<file path="src/logic/prc_pkg.sv">
// Constants, register map and lookup functions of the range compressor
// Assumes 16-bit signed playback samples and 8-bit control registers
package prc_pkg;

  // Sample and gain-state widths
  localparam int DATA_W = 16;
  localparam int GR_W   = 27;  // Gain reduction, dB with 21 fraction bits
  localparam int HOLD_W = 18;
  localparam int AW     = 12;
  localparam logic [GR_W-1:0] GR_MAX = 27'h7e00000;  // 63 dB ceiling

  // Register indices; byte address is four times the index
  localparam logic [7:0] CTL1_IDX = 8'h44;
  localparam logic [7:0] CTL2_IDX = 8'h45;
  localparam logic [7:0] CTL3_IDX = 8'h46;
  localparam logic [7:0] STAT_IDX = 8'h47;

  // Field positions
  localparam int EN_L_BIT    = 6;
  localparam int EN_R_BIT    = 5;
  localparam int THR_LSB     = 2;
  localparam int HYS_LSB     = 0;
  localparam int HOLD_LSB    = 3;
  localparam int ATK_LSB     = 4;
  localparam int DEC_LSB     = 0;
  localparam int STAT_GR_R   = 8;
  localparam int STAT_HOLD_L = 16;

  // Reset values and writable-bit masks
  localparam logic [7:0] CTL1_RST   = 8'h0f;
  localparam logic [7:0] CTL2_RST   = 8'h38;
  localparam logic [7:0] CTL3_RST   = 8'h00;
  localparam logic [7:0] CTL1_WMASK = 8'h7f;
  localparam logic [7:0] CTL2_WMASK = 8'h78;

  // Step shifts: 4 dB and 1.5625e-2 dB in the 21-bit fraction format
  localparam logic [4:0] ATK_BASE_SH = 5'h17;
  localparam logic [4:0] DEC_BASE_SH = 5'h0f;

  // Hold units in word-clock periods
  localparam int HOLD_UNIT = 32;
  localparam int HOLD_LONG = 32768;

  function automatic logic [AW-1:0] byte_addr(logic [7:0] idx);
    return AW'({idx, 2'h0});
  endfunction : byte_addr

  // Threshold as a linear magnitude against full scale 32767
  function automatic logic [DATA_W-1:0] thr_mag(logic [2:0] c);
    case (c)
      3'h0: return 16'h5a9d;
      3'h1: return 16'h4027;
      3'h2: return 16'h2d6b;
      3'h3: return 16'h2027;
      3'h4: return 16'h16c3;
      3'h5: return 16'h101d;
      3'h6: return 16'h0b68;
      default: return 16'h0813;
    endcase
  endfunction : thr_mag

  // Linear factor of 0 to 5 dB attenuation, 0x8000 is unity
  function automatic logic [15:0] db_gain(logic [2:0] d);
    case (d)
      3'h0: return 16'h8000;
      3'h1: return 16'h7215;
      3'h2: return 16'h65ac;
      3'h3: return 16'h5a9d;
      3'h4: return 16'h50c3;
      default: return 16'h47fb;
    endcase
  endfunction : db_gain

  // Hold length; codes 6..12 continue the doubling, then steps of 32768
  function automatic logic [HOLD_W-1:0] hold_len(logic [3:0] c);
    if (c == 4'h0)
      return '0;
    else if (c <= 4'hb)
      return HOLD_W'(HOLD_UNIT << (c - 4'h1));
    else
      return HOLD_W'((int'(c) - 10) * HOLD_LONG);
  endfunction : hold_len

endpackage : prc_pkg

</file>
<file path="src/logic/prc_fifo_if.sv">
// Carrier between the sample FIFO and the gain engine
// Assumes both ends on the same clock
`timescale 1ns/1ps
interface prc_fifo_if #(
  parameter int W = 32
);
  logic         valid;
  logic         ready;
  logic [W-1:0] data;
  modport src (output valid, output data, input ready);
  modport snk (input valid, input data, output ready);
endinterface : prc_fifo_if

</file>
<file path="src/logic/prc_top.sv">
// Playback dynamic range compressor: APB registers, sample FIFO, gain engine
// Assumes samples and APB come from logic on mclk; one sample pair per word clock
// Contract
// - Bit 6 enables left compression, resets off
// - Bit 5 enables right compression, resets off
// - Threshold code picks -3 to -24 dBFS
// - Hysteresis code gives 0 to 3 dB
// - Hold code zero off, else 32 doubling
// - Hold codes 13, 14, 15 give 3x, 4x, 5x 32768
// - Attack step 4 dB halving per code
// - Decay step 1.5625e-2 dB halving per code
`timescale 1ns/1ps
module prc_top
  import prc_pkg::*;
#(
  parameter int FIFO_DEPTH = 32
) (
  // Clock and reset
  input wire logic              mclk,
  input wire logic              rst_n,
  // APB slave
  input wire logic              psel,
  input wire logic              penable,
  input wire logic              pwrite,
  input wire logic [AW-1:0]     paddr,
  input wire logic [31:0]       pwdata,
  input wire logic [3:0]        pstrb,
  output logic [31:0]           prdata,
  output logic                  pready,
  output logic                  pslverr,
  // Playback samples in
  input wire logic              in_valid,
  input wire logic [DATA_W-1:0] in_left,
  input wire logic [DATA_W-1:0] in_right,
  output logic                  in_ready,
  // Compressed samples out
  output logic                  out_valid,
  output logic [DATA_W-1:0]     out_left,
  output logic [DATA_W-1:0]     out_right,
  input wire logic              out_ready
);

  typedef struct packed {
    logic [7:0]                   ctl1;
    logic [7:0]                   ctl2;
    logic [7:0]                   ctl3;
    logic [31:0]                  prdata;
    logic                         pready;
    logic                         pslverr;
    logic [1:0][GR_W-1:0]         gr;
    logic [1:0][HOLD_W-1:0]       hold;
    logic                         out_valid;
    logic [1:0][DATA_W-1:0]       out_s;
  } prc_state_t;

  localparam prc_state_t ST_RST = '{
    ctl1: CTL1_RST,
    ctl2: CTL2_RST,
    ctl3: CTL3_RST,
    default: '0
  };

  logic                     rst_q1_n;
  logic                     rst_sync_n;
  prc_state_t               r;
  prc_state_t               n;
  logic                     pop;
  logic [1:0]               en;
  logic signed [DATA_W-1:0] in_s    [2];
  logic signed [DATA_W-1:0] gained  [2];
  logic [DATA_W-1:0]        mag     [2];
  logic [1:0]               above;
  logic [1:0]               below;
  logic [GR_W-1:0]          gr_n    [2];
  logic [HOLD_W-1:0]        hold_n  [2];
  logic [DATA_W-1:0]        out_n   [2];
  logic [DATA_W-1:0]        thr_w;
  logic [31:0]              rel_prod;
  logic [DATA_W-1:0]        rel_w;
  logic [GR_W-1:0]          atk_step;
  logic [GR_W-1:0]          dec_step;
  logic [HOLD_W-1:0]        hold_len_w;
  logic [31:0]              rd_mux;
  logic                     addr_ok;
  logic [2:0]               wsel;
  logic                     setup;
  logic                     wr_go;

  // Reset release through two flops; assertion stays asynchronous
  always_ff @(posedge mclk or negedge rst_n) begin
    if (!rst_n) begin
      rst_q1_n   <= 1'b0;
      rst_sync_n <= 1'b0;
    end else begin
      rst_q1_n   <= 1'b1;
      rst_sync_n <= rst_q1_n;
    end
  end

  // Pointer arithmetic in the FIFO needs a power-of-two depth of 2 or more
  if (FIFO_DEPTH < 2 || (FIFO_DEPTH & (FIFO_DEPTH - 1)) != 0) begin : g_bad_depth
    $error("prc_top FIFO_DEPTH must be a power of two");
  end

  // Sample FIFO absorbs bursts while the output is stalled
  prc_fifo_if #(.W(2*DATA_W)) deq_if ();

  prc_fifo #(
    .W     (2*DATA_W),
    .DEPTH (FIFO_DEPTH)
  ) u_fifo (
    .clk      (mclk),
    .rst_n    (rst_sync_n),
    .in_valid (in_valid),
    .in_data  ({in_right, in_left}),
    .in_ready (in_ready),
    .deq      (deq_if.src)
  );

  // One pair per pop; pop counts as one word-clock period
  assign deq_if.ready = !r.out_valid || out_ready;
  assign pop          = deq_if.valid && deq_if.ready;

  // Channel enables, bit 0 left
  assign en[0] = r.ctl1[EN_L_BIT];
  assign en[1] = r.ctl1[EN_R_BIT];

  // Threshold and release level; hysteresis scales the threshold down
  assign thr_w    = thr_mag(r.ctl1[THR_LSB +: 3]);
  assign rel_prod = thr_w * db_gain({1'b0, r.ctl1[HYS_LSB +: 2]});
  assign rel_w    = rel_prod[30:15];

  // Steps per period, halving with each code
  assign atk_step = GR_W'(1) << (ATK_BASE_SH - 5'(r.ctl3[ATK_LSB +: 4]));
  assign dec_step = GR_W'(1) << (DEC_BASE_SH - 5'(r.ctl3[DEC_LSB +: 4]));

  // Hold length from the table, unlisted codes included
  assign hold_len_w = hold_len(r.ctl2[HOLD_LSB +: 4]);

  // Per-channel gain engine
  for (genvar c = 0; c < 2; c++) begin : g_ch
    logic [5:0]                db;
    logic [3:0]                sh;
    logic signed [DATA_W+16:0] prod;
    logic signed [DATA_W+16:0] shp;
    logic [GR_W-1:0]           gr_up;
    logic [GR_W-1:0]           gr_dn;

    assign in_s[c] = deq_if.data[c*DATA_W +: DATA_W];

    // Whole dB split into 6 dB shifts and a fine factor; 6 dB is taken
    // as one halving, a 0.3 percent error traded for no divider chain
    assign db   = r.gr[c][GR_W-1 -: 6];
    assign sh   = 4'(db / 6'h6);
    assign prod = in_s[c] * $signed({1'b0, db_gain(3'(db % 6'h6))});
    assign shp  = prod >>> (5'hf + 5'(sh));
    assign gained[c] = shp[DATA_W-1:0];

    // Level is measured after the gain so attack stops at threshold
    assign mag[c]   = gained[c][DATA_W-1] ? DATA_W'(-gained[c]) : DATA_W'(gained[c]);
    assign above[c] = mag[c] > thr_w;
    assign below[c] = mag[c] < rel_w;

    // Saturating step arithmetic
    assign gr_up = (r.gr[c] > GR_MAX - atk_step) ? GR_MAX : r.gr[c] + atk_step;
    assign gr_dn = (r.gr[c] < dec_step) ? '0 : r.gr[c] - dec_step;

    // Attack while above; decay only once below release and hold is spent
    assign gr_n[c] = !pop ? r.gr[c] :
                     !en[c] ? '0 :
                     above[c] ? gr_up :
                     (below[c] && r.hold[c] == '0) ? gr_dn :
                     r.gr[c];
    assign hold_n[c] = !pop ? r.hold[c] :
                       !en[c] ? '0 :
                       above[c] ? hold_len_w :
                       (below[c] && r.hold[c] != '0) ? r.hold[c] - HOLD_W'(1) :
                       r.hold[c];

    // Disabled channel passes the sample untouched
    assign out_n[c] = en[c] ? gained[c] : in_s[c];
  end

  // Address decode and read data
  always_comb begin
    rd_mux  = '0;
    addr_ok = 1'b1;
    wsel    = 3'h0;
    case (paddr)
      byte_addr(CTL1_IDX): begin
        rd_mux = 32'(r.ctl1);
        wsel   = 3'h1;
      end
      byte_addr(CTL2_IDX): begin
        rd_mux = 32'(r.ctl2);
        wsel   = 3'h2;
      end
      byte_addr(CTL3_IDX): begin
        rd_mux = 32'(r.ctl3);
        wsel   = 3'h4;
      end
      byte_addr(STAT_IDX): begin
        rd_mux[5:0]                 = r.gr[0][GR_W-1 -: 6];
        rd_mux[STAT_GR_R +: 6]      = r.gr[1][GR_W-1 -: 6];
        rd_mux[STAT_HOLD_L]         = r.hold[0] != '0;
        rd_mux[STAT_HOLD_L + 1]     = r.hold[1] != '0;
      end
      default: addr_ok = 1'b0;
    endcase
  end

  // No wait state: pready is raised by the setup phase
  assign setup = psel && !penable;
  assign wr_go = psel && penable && r.pready && pwrite && !r.pslverr && pstrb[0];

  // Next state: bus side, then sample side
  always_comb begin
    n = r;
    n.pready  = setup;
    n.pslverr = setup && !addr_ok;
    if (setup)
      n.prdata = rd_mux;
    // Reserved bits stay zero whatever is written
    if (wr_go && wsel[0])
      n.ctl1 = pwdata[7:0] & CTL1_WMASK;
    if (wr_go && wsel[1])
      n.ctl2 = pwdata[7:0] & CTL2_WMASK;
    if (wr_go && wsel[2])
      n.ctl3 = pwdata[7:0];
    for (int c = 0; c < 2; c++) begin
      n.gr[c]   = gr_n[c];
      n.hold[c] = hold_n[c];
      if (pop)
        n.out_s[c] = out_n[c];
    end
    if (pop)
      n.out_valid = 1'b1;
    else if (out_ready)
      n.out_valid = 1'b0;
  end

  always_ff @(posedge mclk or negedge rst_sync_n) begin
    if (!rst_sync_n)
      r <= ST_RST;
    else
      r <= n;
  end

  // Outputs straight from the state flops
  assign prdata    = r.prdata;
  assign pready    = r.pready;
  assign pslverr   = r.pslverr;
  assign out_valid = r.out_valid;
  assign out_left  = r.out_s[0];
  assign out_right = r.out_s[1];
endmodule : prc_top

</file>
<file path="src/logic/prc_fifo.sv">
// Synchronous sample FIFO with valid/ready on both sides
// Assumes a synchronised active-low reset on the same clock
`timescale 1ns/1ps
module prc_fifo #(
  parameter int W     = 32,
  parameter int DEPTH = 32
) (
  // Clock and reset
  input wire logic         clk,
  input wire logic         rst_n,
  // Fill side
  input wire logic         in_valid,
  input wire logic [W-1:0] in_data,
  output logic             in_ready,
  // Drain side
  prc_fifo_if.src          deq
);
  localparam int PW = $clog2(DEPTH);

  if (DEPTH < 2 || (DEPTH & (DEPTH - 1)) != 0) begin : g_bad
    $error("prc_fifo DEPTH must be a power of two");
  end

  typedef struct packed {
    logic [PW:0] wp;
    logic [PW:0] rp;
    logic        rdy;
  } prc_fifo_st_t;

  prc_fifo_st_t r;
  prc_fifo_st_t n;
  logic [W-1:0] mem [DEPTH];
  logic         push;
  logic         pull;
  logic [PW:0]  cnt_n;

  // Handshakes; extra pointer bit tells full from empty
  assign push      = in_valid && r.rdy;
  assign pull      = deq.valid && deq.ready;
  assign deq.valid = r.wp != r.rp;
  assign deq.data  = mem[r.rp[PW-1:0]];
  assign in_ready  = r.rdy;

  // Ready is registered so the source sees a clean flop
  always_comb begin
    n = r;
    n.wp = r.wp + (PW+1)'(push);
    n.rp = r.rp + (PW+1)'(pull);
    cnt_n = n.wp - n.rp;
    n.rdy = cnt_n != (PW+1)'(DEPTH);
  end

  always_ff @(posedge clk or negedge rst_n) begin
    if (!rst_n)
      r <= '{rdy: 1'b1, default: '0};
    else
      r <= n;
  end

  // Storage needs no reset
  always_ff @(posedge clk) begin
    if (push)
      mem[r.wp[PW-1:0]] <= in_data;
  end

endmodule : prc_fifo

</file>
<file path="config.mk">
export PLATFORM = sky130hd
export DESIGN_NAME = prc_top
export DESIGN_NICKNAME = d
export VERILOG_FILES = /design/src/logic/prc_pkg.sv /design/src/logic/prc_fifo_if.sv /design/src/logic/prc_top.sv /design/src/logic/prc_fifo.sv
export SDC_FILE = /design/constraint.sdc
export NUM_CORES = 2
export LEC_CHECK = 0
export ABC_AREA = 1
export BUFFER_PORTS_ARGS = -buffer_cell sky130_fd_sc_hd__buf_2
export CAP_MARGIN = 20
export CORE_MARGIN = 2
export CORE_UTILIZATION = 45
export DETAILED_ROUTE_END_ITERATION = 12
export PLACE_DENSITY = 0.57
export SYNTH_ARGS = -nofsm -noshare
export SYNTH_HDL_FRONTEND = slang
export SYNTH_SLANG_ARGS = --single-unit
</file>
<file path="constraint.sdc">
create_clock -name mclk -period 6.6 [get_ports mclk]
set_input_delay 0.66 -clock mclk [delete_from_list [all_inputs] [get_ports mclk]]
set_output_delay 0.66 -clock mclk [all_outputs]
set_load 0.01 [all_outputs]
</file>
# After elaboration in Yosys (flattened, before gate mapping)

Memories as Yosys holds them, arrays and structs flattened.
Index checks and enable logic that the tools add are counted.

Add/subtract/negate cells: 18
Multipliers: 3
Divide/modulo/power cells: 4
Magnitude comparators: 9
Eq/ne operators: 27
Shifts and indexed selects: 5
Multiplexer cells: 36
Reduce and logical (&&, ||, !) cells: 36

Operator list:

| operator                                                                | count |
|---|---|
| 27-bit two-way mux                                                      | 10 |
| 16-bit case mux with 5 select lines                                     | 2 |
| 18-bit two-way mux                                                      | 8 |
| 15-bit case mux with 7 select lines                                     | 1 |
| 16-bit by 17-bit multiplier with 33-bit output                          | 2 |
| 33-bit by 5-bit >>> shifter with 16-bit output                          | 2 |
| 16-bit two-way mux                                                      | 4 |
| 16-bit case mux with 4 select lines                                     | 1 |
| 27-bit adder                                                            | 2 |
| 27-bit greater-than comparator                                          | 2 |
| 27-bit less-than comparator                                             | 2 |
| 1-bit by 5-bit << shifter with 27-bit output (first input constant)     | 2 |
| 27-bit subtractor                                                       | 2 |
| 12-bit by 9-bit equality test with 1-bit output (second input constant) | 4 |
| 18-bit zero test                                                        | 2 |
| 18-bit nonzero test                                                     | 2 |
| 18-bit by 1-bit subtractor with 18-bit output (second input constant)   | 2 |
| 16-bit greater-than comparator                                          | 2 |
| 16-bit less-than comparator                                             | 2 |
| 16-bit negator                                                          | 2 |
| 16-bit by 16-bit multiplier with 31-bit output                          | 1 |
| 27-bit subtractor (first input constant)                                | 1 |
| 6-bit case mux with 4 select lines                                      | 1 |
| 3-bit by 2-bit equality test with 1-bit output (second input constant)  | 6 |
| other kinds (32)                                                        | 73 |

Register bits after elaboration: 175
RAM bits: 1024
Input bits: 87
Logic and storage cells: 157
Memories: 1

Memories:

| name       | depth | width | rd ports | clocked after memory_dff | write ports | RTL line       | text |
|---|---|---|---|---|---|---|---|
| u_fifo.mem | 32    | 32    | 1        | 0                        | 1           | prc_fifo.sv:32 | `logic [W-1:0] mem [DEPTH];` |

# Logic depth before layout (Yosys ltp)

Depth in word-level cells: 12
Gate-level depth with buffers: 73
Gate-level depth less buffers: 70

# Hierarchy

From an unflattened synthesis, not the netlist that was laid out.

Cell total of the unflattened synthesis: 10964
Area total of the unflattened synthesis: 90625.7 um^2

By module, submodules not included:

| module   | times used | cells an instance | area each (um^2) | seq. area each (um^2) |
|---|---|---|---|---|
| prc_top  | 1          | 6865              | 46708.5          | 4062.6 |
| prc_fifo | 1          | 4099              | 43917.1          | 31076.1 |

# Worst setup path before layout

Ideal clock, no wire load.

Kind: reg-to-reg
Start point: reg u_fifo.r[1] (netlist name)
End point: reg r[86] (netlist name)
Library setup time: 0.117 ns
Arrival time: 10.397 ns
Data required time: 6.483 ns
Setup slack: -3.914 ns
Stages on the path, launching flop included: 62
Buffers on the path: 7
Cells stage by stage: dfrtp_1 > inv_1 > clkbuf_1 > clkbuf_1 > clkbuf_1 > clkbuf_1 > clkbuf_1 > nor2_1 > o22ai_1 > nand2_1 > nand4_1 > nand2_1 > nor2_1 > inv_1 > fa_1 > inv_1 > fa_1 > inv_1 > [26 not listed] > nand4_1 > nand2_1 > xor2_1 > inv_1 > ha_1 > inv_1 > nor3_1 > nand2_1 > o311a_1 > o21ai_0 > a21oi_1 > a31o_2 > buf_1 > clkbuf_1 > a21oi_1 > nor2_1 > nand3_1 > nand2_1

Cells in the longest elaborated chain, start to end: 9
Elaborated cells on any way between the ends: 14
Classes of those cells: add/sub (1); mul (1); order compare (2); eq/ne (2); shift (1); mux (3); reduce/logical (3); memory (1)

RTL lines:

| what                                                      | RTL line       | text |
|---|---|---|
| start, declared                                           | prc_fifo.sv:30 | `prc_fifo_st_t r;` |
| start signal, assigned                                    | prc_fifo.sv:57 | `r <= n;` |
| memory read 32 x 32 bit                                   | --             |  |
| 16-bit by 17-bit multiplier with 33-bit output            | prc_top.sv:155 | `assign prod = in_s[c] * $signed({1'b0, db_gain(3'(db % 6'h6))});` |
| 33-bit by 5-bit >>> shifter with 16-bit output            | prc_top.sv:156 | `assign shp = prod >>> (5'hf + 5'(sh));` |
| 16-bit negator                                            | prc_top.sv:160 | `assign mag[c] = gained[c][DATA_W-1] ? DATA_W'(-gained[c]) : DATA_W'(gained[c]);` |
| 16-bit two-way mux                                        | prc_top.sv:160 |  |
| 16-bit less-than comparator                               | prc_top.sv:162 | `assign below[c] = mag[c] < rel_w;` |
| 1-bit logical AND                                         | prc_top.sv:172 | `(below[c] && r.hold[c] == '0) ? gr_dn :` |
| 3-bit by 1-bit != test with 1-bit output (no source line) | --             |  |
| 2-bit AND reduction (no source line)                      | --             |  |
| end signal, assigned                                      | prc_top.sv:246 | `r <= n;` |
| end, declared                                             | prc_top.sv:65  | `prc_state_t r;` |

Parallel ways exist; a longest one is shown, timed or not.
A chain may end at the register's enable or synchronous reset.

# Final worst setup path

Start point: reg u_fifo.r[1] (netlist name)
End point: reg r[72] (netlist name)

Same word-level chain as after synthesis.

==> impl_results.md <==
* Post-synth ARST share at 14.6%
* WP data required at 7.26 ns
* Via/cell ratio at 5.46
* Clk sink count at 1199
* Total track usage at 30.5%
* Largest stage delay, worst path at 0.61 ns
* R2R Path End: r[72]
* Iter 0 DRT Violations at 6326
* CP Capture Type: register
* Delay-heaviest family, CP: adder cells
* CP bufs+invs at 12
* Hold path startpoint: pwdata[2]
* Vias in the first global route at 73443
* Crit start category: register
* Hold Vio Cnt, Final at 0
* Synth Warn # at 0
* Largest net degree at the start of global routing at 71
* # rows at 161
* Post-detail-place hpwl at 223000 um
* Total number of vias at 74532
* Hold EP: r[175]
* Avg Cell Area, Syn at 8.82 sq um
* First-pass GRT wire length at 456000 um
* Worst-path clk slew at 0.06 ns
* Origin of the critical flop-to-flop path: u_fifo.r[1]
* DR DRC count at 0
* Main synth FF type: edfxtp_1
* Crit Path Class: register to register
* Die Wd at 444 um
* Slew @ Worst Pin at 1.10 ns
* I/O Buffers at 111
* ANT nets after route at 0
* RSZ-0062 raised after global routing: yes
* Worst setup margin at -3.95 ns
* Root buffer cell: clkbuf_16
* Pins over their slew limit at 0
* Reg2reg setup slack at -3.95 ns
* Synth top area share at 35.3%
* Synth area leaders: edfxtp_1 (35%), fa_1 (12%), ha_1 (8.3%)
* Growth of design area from synthesis to finish at 22.9%
* # IOs at 155
* H-tree Lvls at 4
* Initial Util at 45.3%
* Failing checks: setup timing
* Initial antenna violation count at 20
* Worst hold stages at 3
* HP Class: primary input to register
* Post-synthesis sequential area ratio at 40.3%
* CTS Buf Count at 134
* CP Max Fanout at 14
* Netlist cell types at 59
* Worst Clk Skew at 0.0861 ns
* Die area at 197000 sq um
* Final Critical Period at 10.55 ns
* Final net count at 12215
* Core area at 193000 sq um
* Number of max-cap violations at 0
* Placed Area at 101000 sq um
* Skew-Pair Late Insertion Delay at 0.85 ns
* Detailed Routing Iterations Pass 1 at 9
* Clock buffer depth at 3
* Most frequent cell on the critical path: nand2_1
* Post-Syn Area at 87200 sq um
* CP max-delay cell: fa_1
* Synth area leader: edfxtp_1
* Routability Congestion at 0.956
* Crit path launch: u_fifo.r[1]
* Status: complete, but fails checks
* Fmax at 0.0948 GHz
* Total gr overflow at 0
* Fin crit share at 160%
* Worst EP arrival at 11.21 ns
* Post-synth EDFFs at 1024
* Synthesis-stage register bit count at 1199
* Slew headroom at 26.3%
* Syn Inst Count at 9889
* WL final at 302000 um
* TritonCTS clock tree: done
* Final setup fails at 122
* Share of layout cells above drive strength 1 at 19.6%
* Final instance area at 107000 sq um
* FF-to-FF path depth at 54
* Die Y at 444 um
* Wirelength per Cell at 22.2 um
[how the worst max path moves through the flow]
stage | endpoint | slack (ns) | cells past startpoint
after global placement | g_ch[0].db[4] | -4.10 | 67
final | r[72] | -3.95 | 54
after global routing | r[79] | -4.44 | 54
after CTS | r[112] | -3.82 | 61
after floorplan | r[44] | -2.89 | 67
after detailed placement | r[76] | -4.21 | 68
[metrics by stage]
stage	setup TNS [ns]	setup WS, ns	hold WS, ns	instances	util [%]
2_1_floorplan	-264.80	-2.89	0.331	9945	-
3_3_place_gp	-408.78	-4.10	0.335	13354	52.4
3_5_place_dp	-416.48	-4.21	0.340	13357	52.4
4_1_cts	-383.55	-3.82	0.0862	13619	55.2
5_1_grt	-450.30	-4.44	0.123	13642	55.7
6_report	-390.39	-3.95	0.133	13642	55.7
[state kept, by name, summed over array words and instances, names as in the netlist]
name	flops
pslverr	1
en	2
u_fifo.in_ready	1
out_left	16
u_fifo.mem	1024
out_right	16
rst_sync_n	1
rst_q1_n	1
out_valid	1
pready	1
r	95
prdata	16
g_ch.db	12
u_fifo.r	12
[worst min-delay path, stage by stage]
cell and delay (ns):
buf_2 0.09, inv_1 0.05, o21ai_0 0.08
[repair_timing]
item                       in CTS  in global routing
pin swaps                      37                 77
setup endpoints to repair     122                122
hold endpoints to repair        2                  0
hold buffers                    1                  0
setup buffers                  13                 18
gates resized for setup       160                154
cloned                          8                  4
[per-layer routing]
layer  wire length [um]  GRT usage (%)
met5                106              0
met4               9600           9.30
met3              19100           3.86
met2             141000           49.4
met1             133000           42.8
[Yosys cell counts (13+ instances only)]
master,n
xnor2_1,50
nor2_1,1265
buf_4,78
clkbuf_1,327
fa_1,542
dfrtp_1,167
inv_1,1324
o211ai_1,56
nand3_1,723
inv_2,13
nor3_1,51
clkinv_1,20
ha_1,575
a21oi_1,331
or2_2,25
o21ai_0,704
o22ai_1,172
nand2_1,1870
xor2_1,101
o21bai_1,14
nand4_1,128
buf_1,31
nor4_1,19
edfxtp_1,1024
o221ai_1,94
buf_2,26
[cell type report]
class                      count  area (sq um)
tap                         2526          3160
multi-input combinational   6917         47300
inverter                    1358          5160
clock inverter                66           882
clock buffer                 174          3580
sequential                  1199         35200
antenna                        1          2.50
fill                       17272         85400
timing repair buffer        1401         12000
[placed cells by master (no fill, tap or decap), types with 137 or more instances in the layout]
master / synthesis / routed
buf_4: 78 / 1149
dfrtp_1: 167 / 160
inv_1: 1324 / 1256
clkbuf_16: 0 / 137
nor2_1: 1265 / 1142
nand2_1: 1870 / 1740
edfxtp_1: 1024 / 1024
nand3_1: 723 / 657
o21ai_0: 704 / 663
a21oi_1: 331 / 294
o22ai_1: 172 / 168
fa_1: 542 / 531
ha_1: 575 / 551
[logic make-up (layout without fill, tap and decap cells)]
logic type / Yosys count / count (layout) / share of synthesized area, %
compound gates: 1450 / 1450 / 9.40
xor+xnor: 151 / 151 / 1.52
fa+ha+maj: 1117 / 1117 / 20.7
buf+inv: 1830 / 2999 / 8.33
flops: 1199 / 1199 / 40.3
other cells: 2 / 59 / 0.00861
simple gates: 4140 / 4141 / 19.8
Power is not shown: default switching activity piles up to over one toggle a cycle in this logic, so the estimate is an artifact.
